[src/hw/pmth_pkg.sv]
package pmth_pkg;
  // ---------------------------------------------------------------
  // Register map
  // ---------------------------------------------------------------
  localparam logic [7:0] PMTH_ETH_CFG_STAT_OFF = 8'h04;
  localparam logic [7:0] PMTH_SCSI_CFG_STAT_OFF = 8'h84;
  localparam logic [7:0] PMTH_ETH_LAT_OFF = 8'h0c;
  localparam logic [7:0] PMTH_SCSI_LAT_OFF = 8'h8c;
  localparam logic [7:0] PMTH_DMA_STAT_OFF = 8'h54;
  localparam int PMTH_DMA_ABORT_BIT = 2;
  localparam int PMTH_STAT_SHIFT = 16;
  localparam int PMTH_RTA_BIT = 12;
  localparam int PMTH_RMA_BIT = 13;
  localparam int PMTH_LAT_LSB = 8;
  localparam logic [7:0] PMTH_LAT_VALUE = 8'h00;
  localparam logic [31:0] PMTH_RD_ZERO = 32'h0000_0000;
  // ---------------------------------------------------------------
  // Timing
  // ---------------------------------------------------------------
  localparam logic [2:0] PMTH_MA_CLKS = 3'h4;
  // ---------------------------------------------------------------
  // Types
  // ---------------------------------------------------------------
  typedef enum logic [2:0] {
    PMTH_IDLE = 3'b000,
    PMTH_REQ = 3'b001,
    PMTH_ADDR = 3'b010,
    PMTH_DATA = 3'b011,
    PMTH_END1 = 3'b100,
    PMTH_END2 = 3'b101,
    PMTH_REL = 3'b110
  } pmth_state_t;
  typedef enum logic [2:0] {
    PMTH_K_OK = 3'b000,
    PMTH_K_DISC = 3'b001,
    PMTH_K_PRE = 3'b010,
    PMTH_K_TA = 3'b011,
    PMTH_K_MA = 3'b100
  } pmth_kind_t;
endpackage : pmth_pkg
[src/hw/pmth_master_term.sv]
`timescale 1ns/100ps
module pmth_master_term #(
  parameter int WORDS_W = 8 // Width of the data phase count
) (
  input wire logic ref_clk_i, // 100 MHz clock
  input wire logic nrst_i, // Synchronous reset, active low
  input wire logic gnt_n_i, // Bus grant pin
  input wire logic devsel_n_i, // Target select pin
  input wire logic trdy_n_i, // Target ready pin
  input wire logic stop_n_i, // Target stop pin
  output logic req_n_o, // Bus request pin
  output logic frame_n_o, // Frame pin level
  output logic frame_oe_o, // Frame pin drive enable
  output logic irdy_n_o, // Initiator ready pin level
  output logic irdy_oe_o, // Initiator ready pin drive enable
  input wire logic xfer_req_i, // Transfer request, held until done or abort
  input wire logic xfer_func_i, // Requesting function: 0 Ethernet, 1 SCSI
  input wire logic [WORDS_W-1:0] xfer_words_i, // Data phases wanted, nonzero
  output logic word_ack_o, // One data phase completed
  output logic xfer_done_o, // Transfer finished normally
  output logic xfer_abort_o, // Transfer ended by target or master abort
  output logic eth_fatal_reset_o, // Reset Ethernet control and bus-config registers
  input wire logic scsi_int_req_i, // SCSI core interrupt request
  output logic scsi_inta_n_o, // SCSI interrupt line
  input wire logic reg_rd_i, // Register read strobe
  input wire logic reg_wr_i, // Register write strobe
  input wire logic [7:0] reg_addr_i, // Register byte offset
  input wire logic [31:0] reg_wdata_i, // Register write data
  output logic [31:0] reg_rdata_o // Register read data, one cycle later
);
  import pmth_pkg::*;

  // ---------------------------------------------------------------
  // Pin synchronisers
  // ---------------------------------------------------------------
  logic [3:0] pin_meta_reg;
  logic [3:0] pin_sync_reg;
  logic gnt_s;
  logic devsel_s;
  logic trdy_s;
  logic stop_s;

  always_ff @(posedge ref_clk_i) begin
    if (!nrst_i) begin
      pin_meta_reg <= 4'hf;
      pin_sync_reg <= 4'hf;
    end else begin
      pin_meta_reg <= {gnt_n_i, devsel_n_i, trdy_n_i, stop_n_i};
      pin_sync_reg <= pin_meta_reg;
    end
  end

  assign gnt_s = !pin_sync_reg[3];
  assign devsel_s = !pin_sync_reg[2];
  assign trdy_s = !pin_sync_reg[1];
  assign stop_s = !pin_sync_reg[0];

  // ---------------------------------------------------------------
  // Master sequencer
  // ---------------------------------------------------------------
  pmth_state_t state_reg, state_next;
  pmth_kind_t kind_reg, kind_next;
  logic func_reg, func_next;
  logic [WORDS_W-1:0] words_reg, words_next;
  logic [2:0] ma_cnt_reg, ma_cnt_next;
  logic dev_seen_reg, dev_seen_next;
  logic owner_reg, owner_next;
  logic req_n_next, frame_n_next, frame_oe_next, irdy_n_next, irdy_oe_next;
  logic ack_next, done_next, abort_next, eth_rst_next, inta_n_next;
  logic ta_cond;

  assign ta_cond = stop_s && !devsel_s && dev_seen_reg;

  always_comb begin
    state_next = state_reg;
    kind_next = kind_reg;
    func_next = func_reg;
    words_next = words_reg;
    ma_cnt_next = ma_cnt_reg;
    dev_seen_next = dev_seen_reg;
    owner_next = owner_reg && gnt_s;
    ack_next = 1'b0;
    case (state_reg)
      PMTH_IDLE: begin
        if (xfer_req_i) begin
          func_next = xfer_func_i;
          words_next = xfer_words_i;
          kind_next = PMTH_K_OK;
          // Still owning the bus: next address phase after a FRAME gap
          state_next = (owner_reg && gnt_s) ? PMTH_ADDR : PMTH_REQ;
        end
      end
      PMTH_REQ: begin
        if (gnt_s) begin
          state_next = PMTH_ADDR;
          owner_next = 1'b1;
        end
      end
      PMTH_ADDR: begin
        state_next = PMTH_DATA;
        ma_cnt_next = 3'h0;
        dev_seen_next = devsel_s;
      end
      PMTH_DATA: begin
        if (devsel_s) begin
          dev_seen_next = 1'b1;
        end
        if (!dev_seen_reg && !devsel_s) begin
          if (ma_cnt_reg == PMTH_MA_CLKS - 3'h1) begin
            kind_next = PMTH_K_MA;
            state_next = PMTH_END1;
          end else begin
            ma_cnt_next = ma_cnt_reg + 3'h1;
          end
        end else if (ta_cond) begin
          kind_next = PMTH_K_TA;
          state_next = PMTH_END1;
        end else if (stop_s) begin
          kind_next = PMTH_K_DISC;
          state_next = PMTH_END1;
          if (trdy_s) begin
            ack_next = 1'b1;
            words_next = words_reg - {{(WORDS_W-1){1'b0}}, 1'b1};
          end
        end else if (trdy_s) begin
          ack_next = 1'b1;
          words_next = words_reg - {{(WORDS_W-1){1'b0}}, 1'b1};
          if (words_reg == {{(WORDS_W-1){1'b0}}, 1'b1}) begin
            kind_next = PMTH_K_OK;
            state_next = PMTH_END1;
          end else if (!gnt_s) begin
            kind_next = PMTH_K_PRE;
            state_next = PMTH_END1;
          end
        end
      end
      PMTH_END1: state_next = PMTH_END2;
      PMTH_END2: state_next = PMTH_REL;
      PMTH_REL: begin
        dev_seen_next = 1'b0;
        case (kind_reg)
          // Unfinished words are fetched again; the request stays low
          PMTH_K_DISC, PMTH_K_PRE: begin
            state_next = (words_reg == {WORDS_W{1'b0}}) ? PMTH_IDLE : PMTH_REQ;
          end
          PMTH_K_TA, PMTH_K_MA: begin
            state_next = PMTH_IDLE;
            owner_next = 1'b0;
          end
          default: state_next = PMTH_IDLE;
        endcase
      end
      default: state_next = PMTH_IDLE;
    endcase
  end

  // Outputs follow the next state so each bus pin shows its state's value; the SCSI interrupt line follows its request
  always_comb begin
    req_n_next = !(state_next == PMTH_REQ || state_next == PMTH_ADDR
      || state_next == PMTH_DATA || state_next == PMTH_END1
      || state_next == PMTH_END2
      || (state_next == PMTH_REL && kind_next inside {PMTH_K_DISC, PMTH_K_PRE}));
    frame_oe_next = state_next inside {PMTH_ADDR, PMTH_DATA, PMTH_END1, PMTH_END2};
    irdy_oe_next = frame_oe_next;
    frame_n_next = !(state_next == PMTH_ADDR || state_next == PMTH_DATA);
    irdy_n_next = !(state_next == PMTH_DATA || state_next == PMTH_END1);
    done_next = (state_next == PMTH_REL) && (kind_next == PMTH_K_OK
      || (kind_next inside {PMTH_K_DISC, PMTH_K_PRE} && words_next == {WORDS_W{1'b0}}));
    abort_next = (state_next == PMTH_REL) && (kind_next inside {PMTH_K_TA, PMTH_K_MA});
    eth_rst_next = abort_next && !func_next;
    inta_n_next = !scsi_int_req_i;
  end

  always_ff @(posedge ref_clk_i) begin
    if (!nrst_i) begin
      state_reg <= PMTH_IDLE;
      kind_reg <= PMTH_K_OK;
      func_reg <= 1'b0;
      words_reg <= '0;
      ma_cnt_reg <= 3'h0;
      dev_seen_reg <= 1'b0;
      owner_reg <= 1'b0;
      req_n_o <= 1'b1;
      frame_n_o <= 1'b1;
      frame_oe_o <= 1'b0;
      irdy_n_o <= 1'b1;
      irdy_oe_o <= 1'b0;
      word_ack_o <= 1'b0;
      xfer_done_o <= 1'b0;
      xfer_abort_o <= 1'b0;
      eth_fatal_reset_o <= 1'b0;
      scsi_inta_n_o <= 1'b1;
    end else begin
      state_reg <= state_next;
      kind_reg <= kind_next;
      func_reg <= func_next;
      words_reg <= words_next;
      ma_cnt_reg <= ma_cnt_next;
      dev_seen_reg <= dev_seen_next;
      owner_reg <= owner_next;
      req_n_o <= req_n_next;
      frame_n_o <= frame_n_next;
      frame_oe_o <= frame_oe_next;
      irdy_n_o <= irdy_n_next;
      irdy_oe_o <= irdy_oe_next;
      word_ack_o <= ack_next;
      xfer_done_o <= done_next;
      xfer_abort_o <= abort_next;
      eth_fatal_reset_o <= eth_rst_next;
      scsi_inta_n_o <= inta_n_next;
    end
  end

  // ---------------------------------------------------------------
  // Status registers
  // ---------------------------------------------------------------
  logic eth_rta_reg, eth_rta_next, eth_rma_reg, eth_rma_next;
  logic scsi_rta_reg, scsi_rta_next, scsi_rma_reg, scsi_rma_next;
  logic dma_abort_reg, dma_abort_next;
  logic [31:0] rdata_next;
  logic set_ta, set_ma, wr_eth, wr_scsi, rd_dma;

  assign set_ta = abort_next && (kind_next == PMTH_K_TA);
  assign set_ma = abort_next && (kind_next == PMTH_K_MA);
  assign wr_eth = reg_wr_i && (reg_addr_i == PMTH_ETH_CFG_STAT_OFF);
  assign wr_scsi = reg_wr_i && (reg_addr_i == PMTH_SCSI_CFG_STAT_OFF);
  assign rd_dma = reg_rd_i && (reg_addr_i == PMTH_DMA_STAT_OFF);

  // Config status abort bits clear by writing one; a new abort in that cycle wins
  always_comb begin
    eth_rta_next = (eth_rta_reg && !(wr_eth && reg_wdata_i[PMTH_STAT_SHIFT + PMTH_RTA_BIT]))
      || (set_ta && !func_next);
    eth_rma_next = (eth_rma_reg && !(wr_eth && reg_wdata_i[PMTH_STAT_SHIFT + PMTH_RMA_BIT]))
      || (set_ma && !func_next);
    scsi_rta_next = (scsi_rta_reg && !(wr_scsi && reg_wdata_i[PMTH_STAT_SHIFT + PMTH_RTA_BIT]))
      || (set_ta && func_next);
    scsi_rma_next = (scsi_rma_reg && !(wr_scsi && reg_wdata_i[PMTH_STAT_SHIFT + PMTH_RMA_BIT]))
      || (set_ma && func_next);
    // Abort flag clears on read of the DMA status register
    dma_abort_next = (dma_abort_reg && !rd_dma) || (abort_next && func_next);
    rdata_next = PMTH_RD_ZERO;
    if (reg_rd_i) begin
      case (reg_addr_i)
        PMTH_ETH_CFG_STAT_OFF: begin
          rdata_next[PMTH_STAT_SHIFT + PMTH_RTA_BIT] = eth_rta_reg;
          rdata_next[PMTH_STAT_SHIFT + PMTH_RMA_BIT] = eth_rma_reg;
        end
        PMTH_SCSI_CFG_STAT_OFF: begin
          rdata_next[PMTH_STAT_SHIFT + PMTH_RTA_BIT] = scsi_rta_reg;
          rdata_next[PMTH_STAT_SHIFT + PMTH_RMA_BIT] = scsi_rma_reg;
        end
        PMTH_ETH_LAT_OFF, PMTH_SCSI_LAT_OFF: begin
          rdata_next[PMTH_LAT_LSB +: 8] = PMTH_LAT_VALUE;
        end
        PMTH_DMA_STAT_OFF: rdata_next[PMTH_DMA_ABORT_BIT] = dma_abort_reg;
        default: rdata_next = PMTH_RD_ZERO;
      endcase
    end
  end

  always_ff @(posedge ref_clk_i) begin
    if (!nrst_i) begin
      eth_rta_reg <= 1'b0;
      eth_rma_reg <= 1'b0;
      scsi_rta_reg <= 1'b0;
      scsi_rma_reg <= 1'b0;
      dma_abort_reg <= 1'b0;
      reg_rdata_o <= PMTH_RD_ZERO;
    end else begin
      eth_rta_reg <= eth_rta_next;
      eth_rma_reg <= eth_rma_next;
      scsi_rta_reg <= scsi_rta_next;
      scsi_rma_reg <= scsi_rma_next;
      dma_abort_reg <= dma_abort_next;
      reg_rdata_o <= rdata_next;
    end
  end

  // ---------------------------------------------------------------
  // Assertions
  // ---------------------------------------------------------------
  a_ta_end_seq: assert property (@(posedge ref_clk_i) disable iff (!nrst_i)
    (state_reg == PMTH_DATA && ta_cond) |-> ##1 (frame_n_o && !irdy_n_o)
      ##1 (frame_n_o && irdy_n_o && frame_oe_o) ##1 !frame_oe_o)
    else $error("target abort ending out of order");
  a_ta_no_retry: assert property (@(posedge ref_clk_i) disable iff (!nrst_i)
    (state_reg == PMTH_REL && kind_reg == PMTH_K_TA) |=> (state_reg == PMTH_IDLE && req_n_o))
    else $error("target abort was retried");
  a_eth_fatal: assert property (@(posedge ref_clk_i) disable iff (!nrst_i)
    $rose(xfer_abort_o) |-> (eth_fatal_reset_o == !func_reg))
    else $error("Ethernet fatal reset missing or wrong");
  a_scsi_flag_set: assert property (@(posedge ref_clk_i) disable iff (!nrst_i)
    (xfer_abort_o && func_reg) |-> (dma_abort_reg
      && scsi_inta_n_o == !$past(scsi_int_req_i)))
    else $error("SCSI abort flag not set or interrupt raised");
  a_rta_sets: assert property (@(posedge ref_clk_i) disable iff (!nrst_i)
    (xfer_abort_o && kind_reg == PMTH_K_TA) |-> (func_reg ? scsi_rta_reg : eth_rta_reg))
    else $error("received target abort bit not set");
  a_pre_keep_req: assert property (@(posedge ref_clk_i) disable iff (!nrst_i)
    (state_reg == PMTH_END2 && kind_reg == PMTH_K_PRE && words_reg != '0)
      |=> !req_n_o ##1 (!req_n_o && state_reg inside {PMTH_REQ, PMTH_ADDR}))
    else $error("request dropped after preemption");
  a_lat_zero: assert property (@(posedge ref_clk_i) disable iff (!nrst_i)
    (reg_rd_i && reg_addr_i == PMTH_ETH_LAT_OFF) |=> (reg_rdata_o == PMTH_RD_ZERO))
    else $error("latency timer reads nonzero");
  a_ma_timeout: assert property (@(posedge ref_clk_i) disable iff (!nrst_i)
    (state_reg == PMTH_ADDR && !devsel_s) ##1 (state_reg == PMTH_DATA && !devsel_s)[*4]
      |=> (state_reg == PMTH_END1 && kind_reg == PMTH_K_MA))
    else $error("master abort not taken after four clocks");
  a_rma_sets: assert property (@(posedge ref_clk_i) disable iff (!nrst_i)
    (xfer_abort_o && kind_reg == PMTH_K_MA) |-> (func_reg ? scsi_rma_reg : eth_rma_reg))
    else $error("received master abort bit not set");
  a_idle_release: assert property (@(posedge ref_clk_i) disable iff (!nrst_i)
    $fell(frame_oe_o) |-> ($past(frame_n_o) && $past(irdy_n_o) && !irdy_oe_o))
    else $error("bus released without idle levels");
  a_ma_end_seq: assert property (@(posedge ref_clk_i) disable iff (!nrst_i)
    (state_reg == PMTH_END1 && kind_reg == PMTH_K_MA)
      |-> (frame_n_o && !irdy_n_o) ##1 (irdy_n_o && irdy_oe_o) ##1 !irdy_oe_o)
    else $error("master abort ending out of order");

endmodule : pmth_master_term

[config.mk]
export PLATFORM = sky130hd
export DESIGN_NAME = pmth_master_term
export DESIGN_NICKNAME = d
export VERILOG_FILES = /design/src/hw/pmth_pkg.sv /design/src/hw/pmth_master_term.sv
export SDC_FILE = /design/constraint.sdc
export NUM_CORES = 1
export LEC_CHECK = 0
export ABC_AREA = 1
export BUFFER_PORTS_ARGS = -buffer_cell sky130_fd_sc_hd__buf_4
export CAP_MARGIN = 15
export CORE_UTILIZATION = 45
export DETAILED_ROUTE_END_ITERATION = 10
export PLACE_DENSITY = 0.84
export SYNTH_ARGS = -nofsm -noshare
export SYNTH_HDL_FRONTEND = slang
export SYNTH_SLANG_ARGS = --single-unit
[constraint.sdc]
create_clock -name ref_clk_i -period 2.2 [get_ports ref_clk_i]
set_clock_uncertainty 0.1 [all_clocks]
set_input_delay 0 -clock ref_clk_i [delete_from_list [all_inputs] [get_ports ref_clk_i]]
set_output_delay 0 -clock ref_clk_i [all_outputs]
set_load 0.005 [all_outputs]
==> flow_summary.yaml <==
yosys:
  yosysMostFrequentCell: "nand2_1"
  syn_avg_cell_area_um2: 6.724
  ys_seq_area_share_pct: 35.26
  synth_edf_count: 0
  ys.warnings.count: 0
  async_flop_share_pct: 0
  synthTopCellsByCount: "nand2_1 (105), dfxtp_1 (45), nor2_1 (43)"
  synth_cells: 380
  ys_ff_latch: 45
  synth_top_area_share_pct: 35.26
  synthDistinctLibCells: 34
  netlist_area_um2: 2555
  synth_area_leaders: "dfxtp_1 (35%), nand2_1 (15%), buf_4 (9.1%)"
  yosysTopAreaCell: "dfxtp_1"
  synth_ff_type: "dfxtp_1"
cts:
  cts_buffers: 5
  path_clk_slew_ps: 80
  cts.sinks: 45
  clockRootBuffer: "clkbuf_8"
  cts_buffer_depth: 2
  cts_tree: "done"
  h-tree-depth: 2
  clk_latency_ps: 300
critical_path:
  cpMostUsedCell: "dlygate4sd3_1"
  worstPathArrival_ps: 2200
  startpoint_type: "input pin"
  crit_fanout: 4
  cp_cell_sequence: "dlygate4sd3_1 > buf_4 > or2_2 > nor4_2 > dlygate4sd3_1 > nand2_1 > a21oi_1"
  slowest_stage: "dlygate4sd3_1"
  r2r_setup_slack_ps: 230
  cp_top_family: "buffers and inverters"
  endpoint_kind: "flip-flop"
  crit_type: "input pin to flip-flop"
  cp.buffers_inverters: 3
  max_stage_delay_ps: 610
  crit_required_ps: 2330
grt:
  grtUsageTotal_pct: 19.49
  antenna_found_initial: 0
  grt_max_degree: 21
  grt.overflow.total: 0
  grt_pass1_wl_um: 9328
  grt_pass1_vias: 2227
route:
  num_vias: 2485
  postRouteAntennaNets: 0
  drc: 0
  vias_per_cell: 4.761
  wl_per_cell_um: 10.53
  drtIter0Drc: 191
  dr.pass1.iters: 5
  routed_wl_um: 5495
timing:
  final.min_clock_period_ps: 2070
  setup_viol_count_final: 0
  layout_worst_path_cycle_share_pct: 94.10
  hold_viol: 0
  timing.fmax_mhz: 483.0
  slew_viol_final: 0
  fin_tns_setup_ps: 0
die:
  die_y_um: 77.35
  core_um2: 5473
  ios: 101
  num_rows: 27
  die-area_um2: 5983
  fp.dieW_um: 77.35
  start_util_pct: 46.68
cells_and_area:
  finalNonFillerCells: 522
  layout-drive-gt1-share_pct: 18.67
  antenna_cells: 0
  area_delta_synth_final_pct: 24.53
  nets: 513
  largest_register_ffs: 8
min_path:
  worstHoldPathType: "input pin to flip-flop"
power_and_ir_drop:
  vdd_drop_max_mv: 0.4253
  leakage_nw: 1.519
  power_density_nw_per_um2: 522.2
flow_run:
  max_cap_viol_count: 0
place:
  post-dp-hpwl_um: 3862
  place_congestion: 0.8883
  place_inst: 487
  io_buffer_count: 41
status:
  status: "complete, no violations"
final cells by class:
type / count / area [µm²]
fillers: 502 / 2291
multi-input cells: 289 / 1365
flip-flops and latches: 45 / 900.9
inverters: 37 / 141.4
clock inverters: 1 / 7.507
well taps: 72 / 90.09
clock buffers: 7 / 76.32
repair buffers: 71 / 600.6
final timing paths:
check                                     start               to  depth (start not counted)
worst max-delay path              reg_addr_i[5]  reg_rdata_o[28]                          7
worst min-delay path            xfer_words_i[6]     words_reg[6]                          7
worst max register to register     words_reg[1]      eth_rta_reg                         12
worst min register to register  pin_meta_reg[1]  pin_sync_reg[1]                          1
logic make-up (layout without fill, tap and decap cells):
group	count (synthesis)	in the layout	synth area share, %
buf+inv	74	116	15.87
compound gates	40	40	8.570
simple gates	214	214	37.32
other cells	1	29	0.1468
mux	1	1	0.3918
fa+ha+maj	5	5	2.449
flops	45	45	35.26
metrics by stage:
stage                     total power, mW  worst slack, ps  util, %  hold slack, ps  cell area [µm²]
after floorplan                     1.093            501.7        -          -30.01             2660
after global placement              1.141            317.3    51.46           64.47             2816
after detailed placement            1.148            255.2    51.46           72.99             2816
after CTS                           1.669            13.59    57.93           2.898             3171
after global routing                1.750           -9.452    58.14           58.79             3182
final                               1.662            129.7    58.14           31.80             3182
power by group:
group	internal (mW)	switching (mW)	leakage (nW)	total (mW)
sequential	0.845	0.0210	0.367	0.866
combinational	0.133	0.171	1.11	0.304
clock	0.225	0.267	0.0385	0.492
layer usage:
layer / GRT usage (%) / up-vias / wire length, µm
li1: - / 1280 / -
met1: 23.35 / 1106 / 2391
met2: 32.74 / 88 / 2699
met3: 4.235 / 11 / 309
met4: 9.811 / 0 / 95
met5: 0 / - / 0
worst register-to-register path, stage by stage, from the launching register on:
cell,delay [ps]
dfxtp_1,340
inv_1,100
ha_1,150
nand2_1,50
nor2_1,120
nand2_1,120
nand3_1,120
nand2_1,100
nand2_1,60
o21ai_0,110
nor3b_2,310
nand2_1,100
a21oi_1,140
cells in the final DEF (no fill, tap or decap), types with 3 or more instances in the layout:
master / count
nor2_2: 5
nand4_1: 3
clkbuf_8: 5
dlygate4sd3_1: 27
ha_1: 5
or2_2: 9
nand2_4: 3
buf_4: 44
nand3_1: 31
inv_2: 6
nand2_1: 105
inv_1: 30
dfxtp_1: 45
o21ai_0: 11
conb_1: 29
a21oi_1: 21
nand2_2: 5
nor2_1: 43
repair_timing:
| action | CTS | global route |
|---|---|---|
| hold buffers | 27 | 0 |
| endpoints found under the hold margin | 28 | 0 |
| endpoints found under the setup margin | 0 | 3 |
| gates resized for setup | 0 | 2 |
| setup buffers | 0 | 0 |
Power figures use the tool's default switching activity.
